--- src/dpc_defines.vh ---
// Register offsets, field positions and timing counts for the DS3 counter block
`ifndef DPC_DEFINES_VH
`define DPC_DEFINES_VH
`define DPC_ADDR_FAR_END_ERR    8'h04
`define DPC_ADDR_PARITY_FRAME   8'h05
`define DPC_ADDR_PBIT_ERR       8'h06
`define DPC_ADDR_LOOP_CMD       8'h07
`define DPC_BIT_GO              7
`define DPC_BIT_UP_DOWN         6
`define DPC_BIT_METHOD          5
`define DPC_CNT_MAX             8'hff
`define DPC_CMD_RESET           8'h00
`define DPC_CODE_ALL            5'h00
`define DPC_CODE_DS3            5'h02
`define DPC_CODE_DS1_FIRST      5'h04
`define DPC_FEAC_CONNECT        6'h07
`define DPC_FEAC_DISCONNECT     6'h1c
`define DPC_FEAC_REPEATS        4'ha
`define DPC_FEAC_WORD_BITS      5'h10
`endif

--- src/dpc_sat_counter.v ---
// Saturating clear-on-read counter with one held increment
`timescale 1ns/10ps
`include "dpc_defines.vh"
module dpc_sat_counter #(
  parameter WIDTH = 8
) (
  // Clock and control
  input  wire             clk_in,
  input  wire             reset_n_in,
  input  wire             clk_en_in,
  // Events
  input  wire             inc_in,
  input  wire             inhibit_in,
  input  wire             read_busy_in,
  input  wire             read_clear_in,
  // Value
  output reg  [WIDTH-1:0] count_out
);
  reg held_q;
  wire take = inc_in & ~inhibit_in;

  always @(posedge clk_in) begin
    if (!reset_n_in) begin
      count_out <= {WIDTH{1'b0}};
      held_q    <= 1'b0;
    end else if (clk_en_in) begin
      if (read_clear_in) begin
        count_out <= {WIDTH{1'b0}};
        // held increment applies after the clear
        held_q    <= held_q | take;
      end else if (read_busy_in) begin
        if (take)
          held_q <= 1'b1;
      end else begin
        if ((take | held_q) && (count_out != {WIDTH{1'b1}}))
          count_out <= count_out + {{(WIDTH-1){1'b0}}, 1'b1};
        held_q <= held_q & take;
      end
    end
  end
endmodule

--- src/dpc_perf_loop.v ---
// DS3 performance counters and remote loopback command transmitter
`timescale 1ns/10ps
`include "dpc_defines.vh"
module dpc_perf_loop (
  // Clock and reset
  input  wire       clk_in,
  input  wire       reset_n_in,
  input  wire       clk_en_in,
  // Host register port
  input  wire [7:0] addr_in,
  input  wire [7:0] wdata_in,
  input  wire       wr_in,
  input  wire       rd_in,
  output reg  [7:0] rdata_out,
  // Mode and configuration
  input  wire       cbit_mode_in,
  input  wire [3:0] inversion_pattern_select_in,
  input  wire       feac_clock_select_in,
  // Receive framer events
  input  wire       frame_tick_in,
  input  wire [2:0] febe_bits_in,
  input  wire       fm_bit_err_in,
  input  wire       cparity_err_in,
  input  wire       pbit_err_in,
  input  wire       ds3_los_in,
  input  wire       ds3_oof_in,
  // Transmit side
  input  wire       feac_bit_tick_in,
  output reg        feac_bit_out,
  output reg        inversion_active_out,
  output reg  [4:0] inversion_target_out,
  output reg  [3:0] inversion_pattern_out,
  output reg        feac_busy_out
);
  localparam ST_IDLE = 2'h0;
  localparam ST_CMD  = 2'h1;
  localparam ST_CHAN = 2'h2;
  localparam ST_DONE = 2'h3;

  // Codeword is 0xxxxxx0 11111111, sent LSB first
  function [15:0] feac_word;
    input [5:0] code;
    begin
      feac_word = {8'hff, 1'b0, code, 1'b0};
    end
  endfunction

  // Channel codes map onto FEAC codewords by value
  function [5:0] chan_code;
    input [4:0] tgt;
    begin
      chan_code = {1'b0, tgt};
    end
  endfunction

  // Address match shared by the read strobes and the clears
  function is_addr;
    input [7:0] a;
    input [7:0] want;
    begin
      is_addr = (a == want);
    end
  endfunction
  // Counter width is the register width
  localparam CNT_W = 8;

  ////////////////////////////////////////////////////////////////////////////
  // Input synchronisers for framer pins
  // Two stages per pin; only the edge detectors look past the second
  reg [8:0] s1_q;
  reg [8:0] s2_q;
  always @(posedge clk_in) begin
    if (!reset_n_in) begin
      s1_q <= 9'h000;
      s2_q <= 9'h000;
    end else if (clk_en_in) begin
      s1_q <= {feac_bit_tick_in, ds3_oof_in, ds3_los_in, pbit_err_in, cparity_err_in,
               fm_bit_err_in, febe_bits_in[2], febe_bits_in[1], febe_bits_in[0]};
      s2_q <= s1_q;
    end
  end
  // Frame tick qualifies the FEBE bits; it is synchronised alongside
  reg ft1_q;
  reg ft2_q;
  reg ft3_q;
  always @(posedge clk_in) begin
    if (!reset_n_in) begin
      ft1_q <= 1'b0;
      ft2_q <= 1'b0;
      ft3_q <= 1'b0;
    end else if (clk_en_in) begin
      ft1_q <= frame_tick_in;
      ft2_q <= ft1_q;
      ft3_q <= ft2_q;
    end
  end
  wire frame_ev = ft2_q & ~ft3_q;
  reg  tk3_q;
  always @(posedge clk_in) begin
    if (!reset_n_in)
      tk3_q <= 1'b0;
    else if (clk_en_in)
      tk3_q <= s2_q[8];
  end
  wire bit_ev = s2_q[8] & ~tk3_q;

  ////////////////////////////////////////////////////////////////////////////
  // Counter events
  // inhibit on LOS or OOF
  wire inhibit = s2_q[6] | s2_q[7];
  // any FEBE bit zero in a frame
  wire febe_ev = frame_ev & ~(&s2_q[2:0]);
  // M13 counts F and M bit errors
  wire fb_inc  = cbit_mode_in ? febe_ev : s2_q[3];
  wire cp_inc  = cbit_mode_in ? s2_q[4] : frame_ev;
  wire pp_inc  = s2_q[5];

  ////////////////////////////////////////////////////////////////////////////
  // Read in progress for a level-held rd_in; clear on its falling edge
  reg        rd_q;
  reg  [7:0] rd_addr_q;
  always @(posedge clk_in) begin
    if (!reset_n_in) begin
      rd_q      <= 1'b0;
      rd_addr_q <= 8'h00;
    end else if (clk_en_in) begin
      rd_q <= rd_in;
      if (rd_in)
        rd_addr_q <= addr_in;
    end
  end
  wire rd_end = rd_q & ~rd_in;
  wire [7:0] cnt_fb;
  wire [7:0] cnt_cp;
  wire [7:0] cnt_pp;
  // busy from the sampling edge on, so no count slips past the read data
  wire busy_fb = (rd_in && is_addr(addr_in, `DPC_ADDR_FAR_END_ERR)) ||
                 (rd_q && is_addr(rd_addr_q, `DPC_ADDR_FAR_END_ERR));
  wire busy_cp = (rd_in && is_addr(addr_in, `DPC_ADDR_PARITY_FRAME)) ||
                 (rd_q && is_addr(rd_addr_q, `DPC_ADDR_PARITY_FRAME));
  wire busy_pp = (rd_in && is_addr(addr_in, `DPC_ADDR_PBIT_ERR)) ||
                 (rd_q && is_addr(rd_addr_q, `DPC_ADDR_PBIT_ERR));
  // clear where the strobe drops, after the data was taken
  wire clr_fb  = rd_end && is_addr(rd_addr_q, `DPC_ADDR_FAR_END_ERR);
  wire clr_cp  = rd_end && is_addr(rd_addr_q, `DPC_ADDR_PARITY_FRAME);
  wire clr_pp  = rd_end && is_addr(rd_addr_q, `DPC_ADDR_PBIT_ERR);

  dpc_sat_counter #(.WIDTH(CNT_W)) u_fb (
    .clk_in        (clk_in),
    .reset_n_in    (reset_n_in),
    .clk_en_in     (clk_en_in),
    .inc_in        (fb_inc),
    .inhibit_in    (inhibit),
    .read_busy_in  (busy_fb),
    .read_clear_in (clr_fb),
    .count_out     (cnt_fb)
  );
  dpc_sat_counter #(.WIDTH(CNT_W)) u_cp (
    .clk_in        (clk_in),
    .reset_n_in    (reset_n_in),
    .clk_en_in     (clk_en_in),
    .inc_in        (cp_inc),
    .inhibit_in    (inhibit),
    .read_busy_in  (busy_cp),
    .read_clear_in (clr_cp),
    .count_out     (cnt_cp)
  );
  dpc_sat_counter #(.WIDTH(CNT_W)) u_pp (
    .clk_in        (clk_in),
    .reset_n_in    (reset_n_in),
    .clk_en_in     (clk_en_in),
    .inc_in        (pp_inc),
    .inhibit_in    (inhibit),
    .read_busy_in  (busy_pp),
    .read_clear_in (clr_pp),
    .count_out     (cnt_pp)
  );

  ////////////////////////////////////////////////////////////////////////////
  // Command register and read data
  reg  [7:0] cmd_q;
  wire       cmd_wr = wr_in && (addr_in == `DPC_ADDR_LOOP_CMD);
  always @(posedge clk_in) begin
    if (!reset_n_in) begin
      cmd_q     <= `DPC_CMD_RESET;
      rdata_out <= 8'h00;
    end else if (clk_en_in) begin
      if (cmd_wr)
        cmd_q <= wdata_in;
      // Data is taken at the strobe edge; the clear waits for the strobe to drop
      if (rd_in) begin
        case (addr_in)
          `DPC_ADDR_FAR_END_ERR:  rdata_out <= cnt_fb;
          `DPC_ADDR_PARITY_FRAME: rdata_out <= cnt_cp;
          `DPC_ADDR_PBIT_ERR:     rdata_out <= cnt_pp;
          `DPC_ADDR_LOOP_CMD:     rdata_out <= cmd_q;
          default:                rdata_out <= 8'h00;
        endcase
      end
    end
  end

  wire       w_go     = wdata_in[`DPC_BIT_GO];
  // method bit only honoured in C-bit mode
  wire       w_feac   = wdata_in[`DPC_BIT_METHOD] & cbit_mode_in;
  wire [4:0] w_tgt    = wdata_in[4:0];
  // legal targets are all, DS1 1..28, or DS3 with the FEAC method
  wire       w_ds1    = (w_tgt >= `DPC_CODE_DS1_FIRST);
  wire       w_legal  = (w_tgt == `DPC_CODE_ALL) | w_ds1 |
                        ((w_tgt == `DPC_CODE_DS3) & w_feac);

  ////////////////////////////////////////////////////////////////////////////
  // Inversion request
  always @(posedge clk_in) begin
    if (!reset_n_in) begin
      inversion_active_out  <= 1'b0;
      inversion_target_out  <= 5'h00;
      inversion_pattern_out <= 4'h0;
    end else if (clk_en_in) begin
      // pattern taken from the select bits
      inversion_pattern_out <= inversion_pattern_select_in;
      if (cmd_wr && !w_feac) begin
        // go starts, clear stops; up/down ignored
        // a new target replaces the old one
        // Target follows every inversion write, even a refused one
        inversion_active_out <= w_go & w_legal & (w_tgt != `DPC_CODE_DS3);
        inversion_target_out <= w_tgt;
      end
    end
  end

  ////////////////////////////////////////////////////////////////////////////
  // FEAC double message sender
  // Writes during a message are stored, not sent: one message at a time
  reg [1:0]  st_q;
  reg [15:0] word_q;
  reg [3:0]  bit_q;
  reg [3:0]  rep_q;
  reg [5:0]  cmd_code_q;
  reg [5:0]  chan_q;
  // FEAC only in C-bit mode and with clock select set
  wire       feac_start = cmd_wr && w_go && w_feac && w_legal && feac_clock_select_in;
  always @(posedge clk_in) begin
    if (!reset_n_in) begin
      st_q          <= ST_IDLE;
      word_q        <= 16'hffff;
      bit_q         <= 4'h0;
      rep_q         <= 4'h0;
      cmd_code_q    <= 6'h00;
      chan_q        <= 6'h00;
      feac_bit_out  <= 1'b1;
      feac_busy_out <= 1'b0;
    end else if (clk_en_in) begin
      case (st_q)
        ST_IDLE: begin
          feac_bit_out  <= 1'b1;
          feac_busy_out <= 1'b0;
          // start only when the request is legal
          if (feac_start) begin
            cmd_code_q    <= wdata_in[`DPC_BIT_UP_DOWN] ? `DPC_FEAC_CONNECT
                                                        : `DPC_FEAC_DISCONNECT;
            word_q        <= feac_word(wdata_in[`DPC_BIT_UP_DOWN] ? `DPC_FEAC_CONNECT
                                                                  : `DPC_FEAC_DISCONNECT);
            chan_q        <= chan_code(w_tgt);
            bit_q         <= 4'h0;
            rep_q         <= 4'h0;
            feac_busy_out <= 1'b1;
            st_q          <= ST_CMD;
          end
        end
        ST_CMD, ST_CHAN: begin
          if (bit_ev) begin
            feac_bit_out <= word_q[0];
            word_q       <= {1'b1, word_q[15:1]};
            bit_q        <= bit_q + 4'h1;
            if (bit_q == 4'hf) begin
              if (rep_q == `DPC_FEAC_REPEATS - 4'h1) begin
                rep_q  <= 4'h0;
                word_q <= feac_word(chan_q);
                st_q   <= (st_q == ST_CMD) ? ST_CHAN : ST_DONE;
              end else begin
                rep_q  <= rep_q + 4'h1;
                word_q <= feac_word((st_q == ST_CMD) ? cmd_code_q : chan_q);
              end
            end
          end
        end
        // One idle slot closes the message before busy drops
        ST_DONE: begin
          if (bit_ev) begin
            feac_bit_out <= 1'b1;
            st_q         <= ST_IDLE;
          end
        end
        default: st_q <= ST_IDLE;
      endcase
    end
  end
endmodule

--- config.mk ---
export PLATFORM = sky130hd
export DESIGN_NAME = dpc_perf_loop
export DESIGN_NICKNAME = d
export VERILOG_FILES = /design/src/dpc_sat_counter.v /design/src/dpc_perf_loop.v
export VERILOG_INCLUDE_DIRS = /design/src
export SDC_FILE = /design/constraint.sdc
export NUM_CORES = 1
export LEC_CHECK = 0
export ABC_AREA = 0
export ABC_CLOCK_PERIOD_IN_PS = 3600
export BUFFER_PORTS_ARGS = -buffer_cell sky130_fd_sc_hd__buf_2
export CORE_ASPECT_RATIO = 0.8
export CORE_MARGIN = 2
export CORE_UTILIZATION = 35
export DETAILED_ROUTE_END_ITERATION = 6
export PLACE_DENSITY = 0.61
export SYNTH_ARGS = -nofsm -noshare
export SYNTH_HDL_FRONTEND = slang
export SYNTH_SLANG_ARGS = --single-unit
--- constraint.sdc ---
create_clock -name clk_in -period 3.6 [get_ports clk_in]
set_input_delay 0.18 -clock clk_in [delete_from_list [all_inputs] [get_ports clk_in]]
set_output_delay 0.18 -clock clk_in [all_outputs]
set_load 0.02 [all_outputs]
Word-level counts from Yosys, hierarchy flattened
Index checks and enable logic that the tools add are counted.
Widths: inputs -> output; s select.
{"block": "op_classes", "add_sub_neg": 5, "n_lt_le_gt_ge": 1, "n_eq_ne": 28, "mux": 46, "n_bitwise": 25, "n_reduce_logical": 45}
{"op": "$mux 8", "count": 9}
{"op": "$eq 8x3->1 const B", "count": 7}
{"op": "$mux 16", "count": 2}
{"op": "$pmux 16 s2", "count": 1}
{"op": "$pmux 8 s4", "count": 1}
{"op": "$add 8x1->8 const B", "count": 3}
{"op": "$ne 8x8->1 const B", "count": 3}
{"op": "$mux 4", "count": 5}
{"op": "$logic_and 1x1->1", "count": 18}
{"op": "$reduce_and 3->1", "count": 6}
{"op": "$pmux 4 s2", "count": 2}
{"op": "$mux 1", "count": 15}
{"op": "$mux 15", "count": 1}
{"op": "$and 1x1->1", "count": 14}
{"op": "$reduce_and 2->1", "count": 7}
{"op": "$mux 2", "count": 5}
{"op": "$ne 2x2->1 const B", "count": 5}
{"op": "$ne 3x1->1 const B", "count": 3}
{"op": "$add 4x1->4 const B", "count": 2}
{"op": "$eq 4x4->1 const B", "count": 2}
{"op": "$reduce_bool 2->1", "count": 4}
{"op": "$mux 7", "count": 1}
{"op": "$mux 6", "count": 1}
{"op": "$ne 2x1->1 const B", "count": 3}
{"op": "other kinds (18)", "count": 30}
{"block": "totals", "register_bits": 123, "in_bits": 37, "wordCells": 177}

Logic depth before layout (Yosys ltp)
Gate-level depths: netlist (run 1).
{"block": "depth", "word_depth": 10, "mapped_depth": 8}

Hierarchy
A second synthesis (run 1) with hierarchy kept.
{"block": "unflattened", "cells_unflattened": 668, "hier_area_um2": 5652.9}
{"mod": "dpc_perf_loop", "instances": 1, "cells_each": 419, "area_each_um2": 3764.9, "seq_area_each_um2": 1701.6}
{"mod": "dpc_sat_counter", "instances": 3, "cells_each": 83, "area_each_um2": 629.4, "seq_area_each_um2": 180.2}

Worst setup path before layout (run 1)
Ideal clock, no wire load.
{"block": "synth_path", "kind": "reg-to-reg", "startpoint": "reg rd_addr_q[7]", "endpoint": "reg u_pp.count_out[7]", "arrival_time_ns": 1.926, "setup_slack_ns": 1.604, "stages_incl_launch_ff": 7, "period_less_slack_ns": 1.996, "cell_sequence": "dfxtp_1 -> or4b_2 -> nor4_2 -> a21oi_1 -> buf_2 -> or3_1 -> a21oi_1"}
{"block": "synth_via", "elab_chain_len": 5, "word_cells_on_any_way": 8}
{"element": "start, declared", "line": "dpc_perf_loop.v:121", "rtl": "reg [7:0] rd_addr_q;"}
{"element": "start signal, assigned", "line": "dpc_perf_loop.v:129", "rtl": "rd_addr_q <= addr_in;"}
{"element": "$eq 8x3->1 (*)", "line": "dpc_perf_loop.v:61", "rtl": "is_addr = (a == want);"}
{"element": "$logic_and 1x1->1", "line": "dpc_perf_loop.v:142", "rtl": "(rd_q && is_addr(rd_addr_q, `DPC_ADDR_PBIT_ERR));"}
{"element": "$logic_or 1x1->1", "line": "dpc_perf_loop.v:141", "rtl": "wire busy_pp = (rd_in && is_addr(addr_in, `DPC_ADDR_PBIT_ERR)) ||"}
{"element": "$ne 2x1->1 (no source line)"}
{"element": "$reduce_and 3->1 (no source line)"}
{"element": "end signal, assigned", "line": "dpc_sat_counter.v:24", "rtl": "count_out <= {WIDTH{1'b0}};"}
{"element": "end signal, assigned", "line": "dpc_sat_counter.v:28", "rtl": "count_out <= {WIDTH{1'b0}};"}
{"element": "end signal, assigned", "line": "dpc_sat_counter.v:36", "rtl": "count_out <= count_out + {{(WIDTH-1){1'b0}}, 1'b1};"}
{"element": "end, declared", "line": "dpc_sat_counter.v:17", "rtl": "output reg [WIDTH-1:0] count_out"}
Mark *: on every way between the ends. The rest lies on a longest branch, timed or not.
A chain may end at the register's enable or synchronous reset.

Final worst setup path (run 1)
{"block": "layout_path", "startpoint": "reg rd_q", "endpoint": "reg u_pp.count_out[7]"}
{"block": "layout_via", "elab_chain_len": 4, "word_cells_on_any_way": 8}
{"element": "start, declared", "line": "dpc_perf_loop.v:120", "rtl": "reg rd_q;"}
{"element": "start signal, assigned", "line": "dpc_perf_loop.v:127", "rtl": "rd_q <= rd_in;"}
{"element": "$and 1x1->1 or $logic_and 1x1->1 (tied branches)", "line": "dpc_perf_loop.v:132, dpc_perf_loop.v:142"}
{"element": "$logic_and 1x1->1 or $logic_or 1x1->1 (tied branches)", "line": "dpc_perf_loop.v:146, dpc_perf_loop.v:141"}
{"element": "$ne 2x1->1 (no source line) or $reduce_bool 2->1 (tied branches)"}
{"element": "$reduce_and 3->1 (no source line)"}
Several ways; a longest one is shown, not always the timed one.

==> results of run 1 <==
-- kinds of logic (layout without fill, tap and decap cells) --
group	Yosys count	in the layout	synth area share [%]
other	0	1	0
adder cells (fa/ha/maj)	9	9	2.102
AND/OR/NAND/NOR	264	264	25.06
multiplexers	43	43	9.925
AO/OA/AOI/OAI	148	148	17.84
buffers and inverters	44	86	3.223
flip-flops	112	112	41.85
-- how the worst max path moves through the flow --
| stage | start | end | slack [ns] |
|---|---|---|---|
| 6_report | rd_q | u_pp.count_out[7] | 1.11 |
| 5_1_grt | rd_q | u_pp.count_out[7] | 0.86 |
| 4_1_cts | rd_addr_q[7] | u_pp.count_out[4] | 1.15 |
| 3_5_place_dp | addr_in[3] | u_pp.count_out[5] | 1.09 |
| 3_3_place_gp | addr_in[3] | u_pp.count_out[5] | 1.22 |
| 2_1_floorplan | rd_addr_q[7] | u_pp.count_out[7] | 1.60 |
-- layer usage --
| layer | wire length (um) | global-route usage, % | up-vias |
|---|---|---|---|
| li1 | - | - | 2365 |
| met1 | 6704 | 24.63 | 2303 |
| met2 | 6054 | 26.73 | 119 |
| met3 | 895 | 5.144 | 19 |
| met4 | 270 | 5.479 | 0 |
| met5 | 0 | 0 | - |
-- cell usage after synthesis, types with 10 or more instances --
library cell / number
nor2_1: 55
dfxtp_1: 112
or4_1: 17
a21oi_1: 51
o21ai_0: 28
or3_1: 10
inv_1: 10
mux2i_1: 34
o211ai_1: 11
nand2_1: 88
nand3_1: 25
nand4_1: 14
clkbuf_1: 26
-- cell type report --
type | count | area, sq um | share of cell area, %
Multi-Input combinational cell | 464 | 2943 | 48.67
Inverter | 11 | 41.29 | 0.6828
Antenna cell | 1 | 2.502 | 0.04138
Sequential cell | 112 | 2242 | 37.08
Timing Repair Buffer | 59 | 302.8 | 5.007
Clock buffer | 10 | 229.0 | 3.786
Clock inverter | 6 | 50.05 | 0.8276
Tap cell | 189 | 236.5 | 3.911
-- where the power goes --
group | internal, W | total, W | switching, W
Combinational | 0.0000819 | 0.000235 | 0.000153
Sequential | 0.00126 | 0.00128 | 0.0000191
Clock | 0.000482 | 0.000980 | 0.000498
Total | 0.00182 | 0.00250 | 0.000670
-- worst min-delay path: cells and delay by family --
family | cells | cell delay, ns
buf+inv | 1 | 0.07
simple gates | 1 | 0.07
mux | 1 | 0.05
-- sequential cells by signal, summed over array words and instances, names as in the netlist, 8 cells and up --
| register | flops |
|---|---|
| u_cp.count_out | 8 |
| u_fb.count_out | 8 |
| s1_q | 9 |
| s2_q | 9 |
| rd_addr_q | 8 |
| rdata_out | 8 |
| cmd_q | 8 |
| u_pp.count_out | 8 |
| word_q | 8 |
-- through the flow --
step | total power, W | instances | setup slack [ns]
floorplan | 0.001468 | 620 | 1.604
global placement | 0.001534 | 835 | 1.221
detailed placement | 0.001542 | 835 | 1.091
CTS | 0.002520 | 851 | 1.150
global route | 0.002606 | 851 | 0.8583
finish | 0.002495 | 852 | 1.107
==> flow_summary.json, run 1 <==
{
  "die_y_um": 114.7,
  "core_area_sq_um": 15010,
  "wl_per_cell_um": 16.34,
  "finalHoldViolations": 0,
  "fin_crit_sh_pct": 69.24,
  "dp_hpwl_um": 10000,
  "reg2reg_from": "rd_q",
  "cp_top_family": "compound AO/OA/AOI/OAI gates",
  "worstHoldStart": "inversion_pattern_select_in[0]",
  "critical_path.most_common_cell": "a21oi_1",
  "hold_class": "input port to register",
  "criticalPathCategory": "register to register",
  "yosysTopAreaCell": "dfxtp_1",
  "r2r_setup_slack_ns": 1.11,
  "cp.required_ns": 3.89,
  "synth_cells": 620,
  "post_cts_resized": 0,
  "fin_crit_ns": 2.493,
  "start_kind": "register",
  "critPathMaxFanout": 15,
  "rsz0062_at_grt": "no",
  "route.detailed.drc": 0,
  "fin_worst_skew_ns": 0.01084,
  "synth_seq_cells": 112,
  "clock_latency_ns": 0.37,
  "path_clk_slew_ns": 0.08,
  "vdd_drop_max_v": 0.0002702,
  "drv_slew": 0,
  "die_area_sq_um": 16320,
  "nets": 703,
  "maxSlewHeadroom_pct": 25.22,
  "synth-edff-count": 0,
  "rr_endpoint": "u_pp.count_out[7]",
  "cts.sinks": 112,
  "yosysUniqueCellTypes": 62,
  "synth_flop_cell": "dfxtp_1",
  "max-cap-violations": 0,
  "cts_tree": "yes",
  "drive_gt1_share_pct": 14.05,
  "clock_path_buffers": 2,
  "overflow": 0,
  "drt-initial-drc-count": 427,
  "cp.depth": 5,
  "grt_first_pass_wirelength_um": 22760,
  "status": "complete, no violations",
  "final_area_sq_um": 6047,
  "fmax_mhz": 401.2,
  "dpl_cell_area_sq_um": 5766,
  "setup_viol": 0,
  "reg2regPathDepth": 5,
  "root_buffer": "clkbuf_16",
  "nFillCells": 1524,
  "tns_ns": 0,
  "cp_slowest_stage_delay_ns": 0.79,
  "layout_common_cells": "dfxtp_1 (112), nand2_1 (88), buf_2 (56)",
  "netlist.area_leader.share_pct": 41.85,
  "yosys_warnings": 0,
  "gr-usage-all-layers_pct": 17.74,
  "worst-path-buf-inv": 0,
  "viasPerCell": 5.641,
  "synthArstFlopShare_pct": 0,
  "post-route-util_pct": 40.28,
  "start_util_pct": 35.68,
  "slowest_stage": "a21oi_1",
  "die_w_um": 142.3,
  "firstDrtPassIters": 5,
  "netlist_top_cells_area": "dfxtp_1 (42%), mux2i_1 (6.4%), nand2_1 (6.2%)",
  "crit_arrival_ns": 2.78,
  "netlist_area_sq_um": 5358,
  "htree_num_levels": 3,
  "power-per-cell-area_nw_per_um2": 412.6,
  "leakagePower_nw": 2.309,
  "numCtsBuffers": 9,
  "finalHoldWorstSlack_ns": 0.04811,
  "critPathCaptureType": "register",
  "synth-seq-area-share_pct": 41.85,
  "holdBufCountCts": 0,
  "io_pins": 57,
  "antenna_left": 0,
  "grt_max_degree": 89,
  "routed_wl_um": 13920,
  "postSynthNetCount": 666,
  "via_count": 4806,
  "grt_pass1_vias": 4439,
  "synth_area_per_cell_sq_um": 8.641,
  "gp_congestion": 0.8893,
  "post_cts.repair.setup_buffers": 0,
  "holdPathEnd": "inversion_pattern_out[0]",
  "area_growth_pct": 12.87,
  "port_buffers": 56,
  "final_common_cell": "dfxtp_1",
  "row_count": 40,
  "worstPathCellList": "nor4bb_1, nand3_1, a21oi_1, o21ai_0, a21oi_1",
  "min_path_cells": 3,
  "tightest_slew_ns": 1.112,
  "antenna_found_initial": 1
}
Note: power is estimated with default switching activity, not from simulation.
==> inputs of run 2 (changes only) <==
--- a/config.mk
+++ b/config.mk
@@ -6,14 +6,14 @@
 export SDC_FILE = /design/constraint.sdc
 export NUM_CORES = 1
 export LEC_CHECK = 0
-export ABC_AREA = 0
-export ABC_CLOCK_PERIOD_IN_PS = 3600
+export ABC_AREA = 1
+export ABC_CLOCK_PERIOD_IN_PS = 2100
 export BUFFER_PORTS_ARGS = -buffer_cell sky130_fd_sc_hd__buf_2
 export CORE_ASPECT_RATIO = 0.8
 export CORE_MARGIN = 2
 export CORE_UTILIZATION = 35
 export DETAILED_ROUTE_END_ITERATION = 6
-export PLACE_DENSITY = 0.61
+export PLACE_DENSITY = 0.63
 export SYNTH_ARGS = -nofsm -noshare
 export SYNTH_HDL_FRONTEND = slang
 export SYNTH_SLANG_ARGS = --single-unit
==> constraint.sdc (replaced) <==
create_clock -name clk_in -period 2.1 [get_ports clk_in]
set_input_delay 0.105 -clock clk_in [delete_from_list [all_inputs] [get_ports clk_in]]
set_output_delay 0.105 -clock clk_in [all_outputs]
set_load 0.02 [all_outputs]
==> run 2 against run 1 <==
Net effect: sequential cell count unchanged; cell count up 29%; clock-buffer cell count up 1; core utilization up 1.5 points; die area up 4.7%; design area up 8.8%; combinational power up 74%; setup slack worse by 0.82 ns; sequential power up 73%; via count up 10%; critical path depth up 4; critical path type unchanged; critical endpoint is now st_q[0]; largest power group unchanged; highest routed layer unchanged.
==> flow_summary.json, run 2 <==
{
  "via_count": 5291,
  "cts.sinks": 112,
  "tns_ns": 0,
  "synth_most_common_cell": "nand2_1",
  "fmax_mhz": 553.1,
  "yosys_warnings": 0,
  "fin_cells": 1099,
  "die_y_um": 117.3,
  "rsz0062_at_grt": "no",
  "root_buffer": "clkbuf_16",
  "wl_per_cell_um": 12.53,
  "nFillCells": 1667,
  "row_count": 41,
  "synth-edff-count": 0,
  "nets": 925,
  "reg2regPathDepth": 9,
  "clock_path_buffers": 2,
  "drive_gt1_share_pct": 13.57,
  "critPathMaxFanout": 12,
  "setup_viol": 0,
  "netlist_top_cells_area": "dfxtp_1 (40%), nand2_1 (10%), o21ai_0 (7.1%)",
  "fin_crit_sh_pct": 86.10,
  "drv_slew": 0,
  "cts_tree": "yes",
  "clock_latency_ns": 0.36,
  "reg2reg_from": "st_q[0]",
  "viasPerCell": 4.814,
  "overflow": 0,
  "grt_first_pass_wirelength_um": 23370,
  "holdPathEnd": "rd_addr_q[2]",
  "layout_common_cells": "nand2_1 (156), dfxtp_1 (112), inv_1 (97)",
  "min_path_cells": 3,
  "finalHoldViolations": 0,
  "post-route-util_pct": 41.77,
  "dpl_cell_area_sq_um": 6142,
  "synth_area_per_cell_sq_um": 6.910,
  "routed_wl_um": 13770,
  "gp_congestion": 0.8235,
  "htree_num_levels": 3,
  "postSynthNetCount": 859,
  "fin_worst_skew_ns": 0.009081,
  "r2r_setup_slack_ns": 0.29,
  "dp_hpwl_um": 10000,
  "fin_crit_ns": 1.808,
  "start_util_pct": 35.67,
  "status": "complete, no violations",
  "firstDrtPassIters": 5,
  "final_common_cell": "nand2_1",
  "cp.required_ns": 2.33,
  "finalHoldWorstSlack_ns": 0.03635,
  "netlist.area_leader.share_pct": 39.91,
  "netlist_area_sq_um": 5618,
  "synth_seq_cells": 112,
  "antenna_left": 0,
  "route.detailed.drc": 0,
  "synthArstFlopShare_pct": 0,
  "max-cap-violations": 0,
  "criticalPathCategory": "register to register",
  "crit_arrival_ns": 2.04,
  "yosysTopAreaCell": "dfxtp_1",
  "core_area_sq_um": 15750,
  "worstHoldStart": "addr_in[2]",
  "grt_pass1_vias": 4751,
  "grt_max_degree": 36,
  "drt-initial-drc-count": 404,
  "rr_endpoint": "st_q[0]",
  "synth-seq-area-share_pct": 39.91,
  "maxSlewHeadroom_pct": 67.22,
  "seq_area_sq_um": 2242,
  "path_clk_slew_ns": 0.07,
  "antenna_found_initial": 0,
  "hold_class": "input port to register",
  "gr-usage-all-layers_pct": 16.72,
  "synth_flop_cell": "dfxtp_1",
  "area_growth_pct": 17.10,
  "top_regs": "s1_q: 9 flops, s2_q: 9 flops",
  "port_buffers": 56,
  "leakagePower_nw": 2.864,
  "die_w_um": 145.6,
  "final_area_sq_um": 6579,
  "critPathCaptureType": "register",
  "die_area_sq_um": 17090,
  "synth_cells": 813,
  "dp_cells": 1069,
  "yosysUniqueCellTypes": 37,
  "power-per-cell-area_nw_per_um2": 657.5,
  "tightest_slew_ns": 0.4916,
  "start_kind": "register",
  "vdd_drop_max_v": 0.0004043,
  "synthTopCellsByCount": "nand2_1 (156), dfxtp_1 (112), inv_1 (97)",
  "antennaDiodeCount": 0,
  "multiInputGateArea_sq_um": 2863,
  "numCtsBuffers": 9,
  "io_pins": 57
}
[run 2: cell types whose count changed after synthesis, sizes merged, moves of 34 or more]
cell   before  now
inv        10   99
mux2i      34    0
nand2      88  165
nand3      25   70
nor2       56  100
o21ai      28   81
[run 2: how the worst max path moves through the flow]
stage | startpoint | end | slack, ns | cells past startpoint
CTS | rd_addr_q[3] | u_fb.count_out[0] | 0.16 | 9
floorplan | st_q[0] | st_q[0] | 0.40 | 10
finish | st_q[0] | st_q[0] | 0.29 | 9
global route | u_fb.count_out[0] | u_fb.count_out[0] | 0.08 | 9
detailed placement | addr_in[3] | u_fb.count_out[5] | 0.06 | 10
global placement | addr_in[3] | u_fb.count_out[5] | 0.17 | 10
[run 2: final cells by class]
cell class | instances | area share (%)
Multi-Input combinational cell | 570 | 43.51
Sequential cell | 112 | 34.08
Timing Repair Buffer | 85 | 8.102
Inverter | 101 | 5.763
Tap cell | 215 | 4.089
Clock buffer | 11 | 3.842
Clock inverter | 5 | 0.6086
[run 2: timing repair]
| action | 4_1_cts | 5_1_grt |
|---|---|---|
| endpoints found under the setup margin | 0 | 7 |
| hold endpoints to repair | 14 | 0 |
| hold buffers | 14 | 0 |
| gates resized for setup | 0 | 1 |
| buffers inserted | 0 | 0 |
[run 2: metrics by stage]
| step | worst slack, ns | power, W |
|---|---|---|
| 6_report | 0.2919 | 0.004325 |
| 3_3_place_gp | 0.1677 | 0.002648 |
| 4_1_cts | 0.1636 | 0.004374 |
| 3_5_place_dp | 0.06115 | 0.002651 |
| 5_1_grt | 0.08255 | 0.004535 |
| 2_1_floorplan | 0.3953 | 0.002516 |
[run 2: cells by family after synthesis]
family	after synthesis	synth area share [%]
XOR/XNOR	14	2.182
AO/OA/AOI/OAI	186	17.75
AND/OR/NAND/NOR	361	28.95
flip-flops	112	39.91
buffers and inverters	131	9.198
adder cells (fa/ha/maj)	9	2.004
[run 2: power by group]
group | switching [W] | total, W | internal, W
registers | 0.0000320 | 0.00221 | 0.00218
clock network | 0.000823 | 0.00170 | 0.000879
logic | 0.000266 | 0.000410 | 0.000144
total | 0.00112 | 0.00433 | 0.00320
[run 2: worst max-delay path, stage by stage, from the launching register on]
cell and delay [ns]:
dfxtp_1 0.40, inv_1 0.06, ha_1 0.36, buf_4 0.20
nand2_1 0.19, nand2_1 0.08, nor2_1 0.18, nand2_1 0.09
nand2_1 0.07, a21oi_1 0.05
[run 2: layer usage]
layer,track usage (%),vias up,part of all wire [%]
met5,0,-,0
met4,4.841,0,1.3
met3,4.981,12,5.0
met2,24.41,104,42
met1,23.77,2390,52
li1,-,2785,-
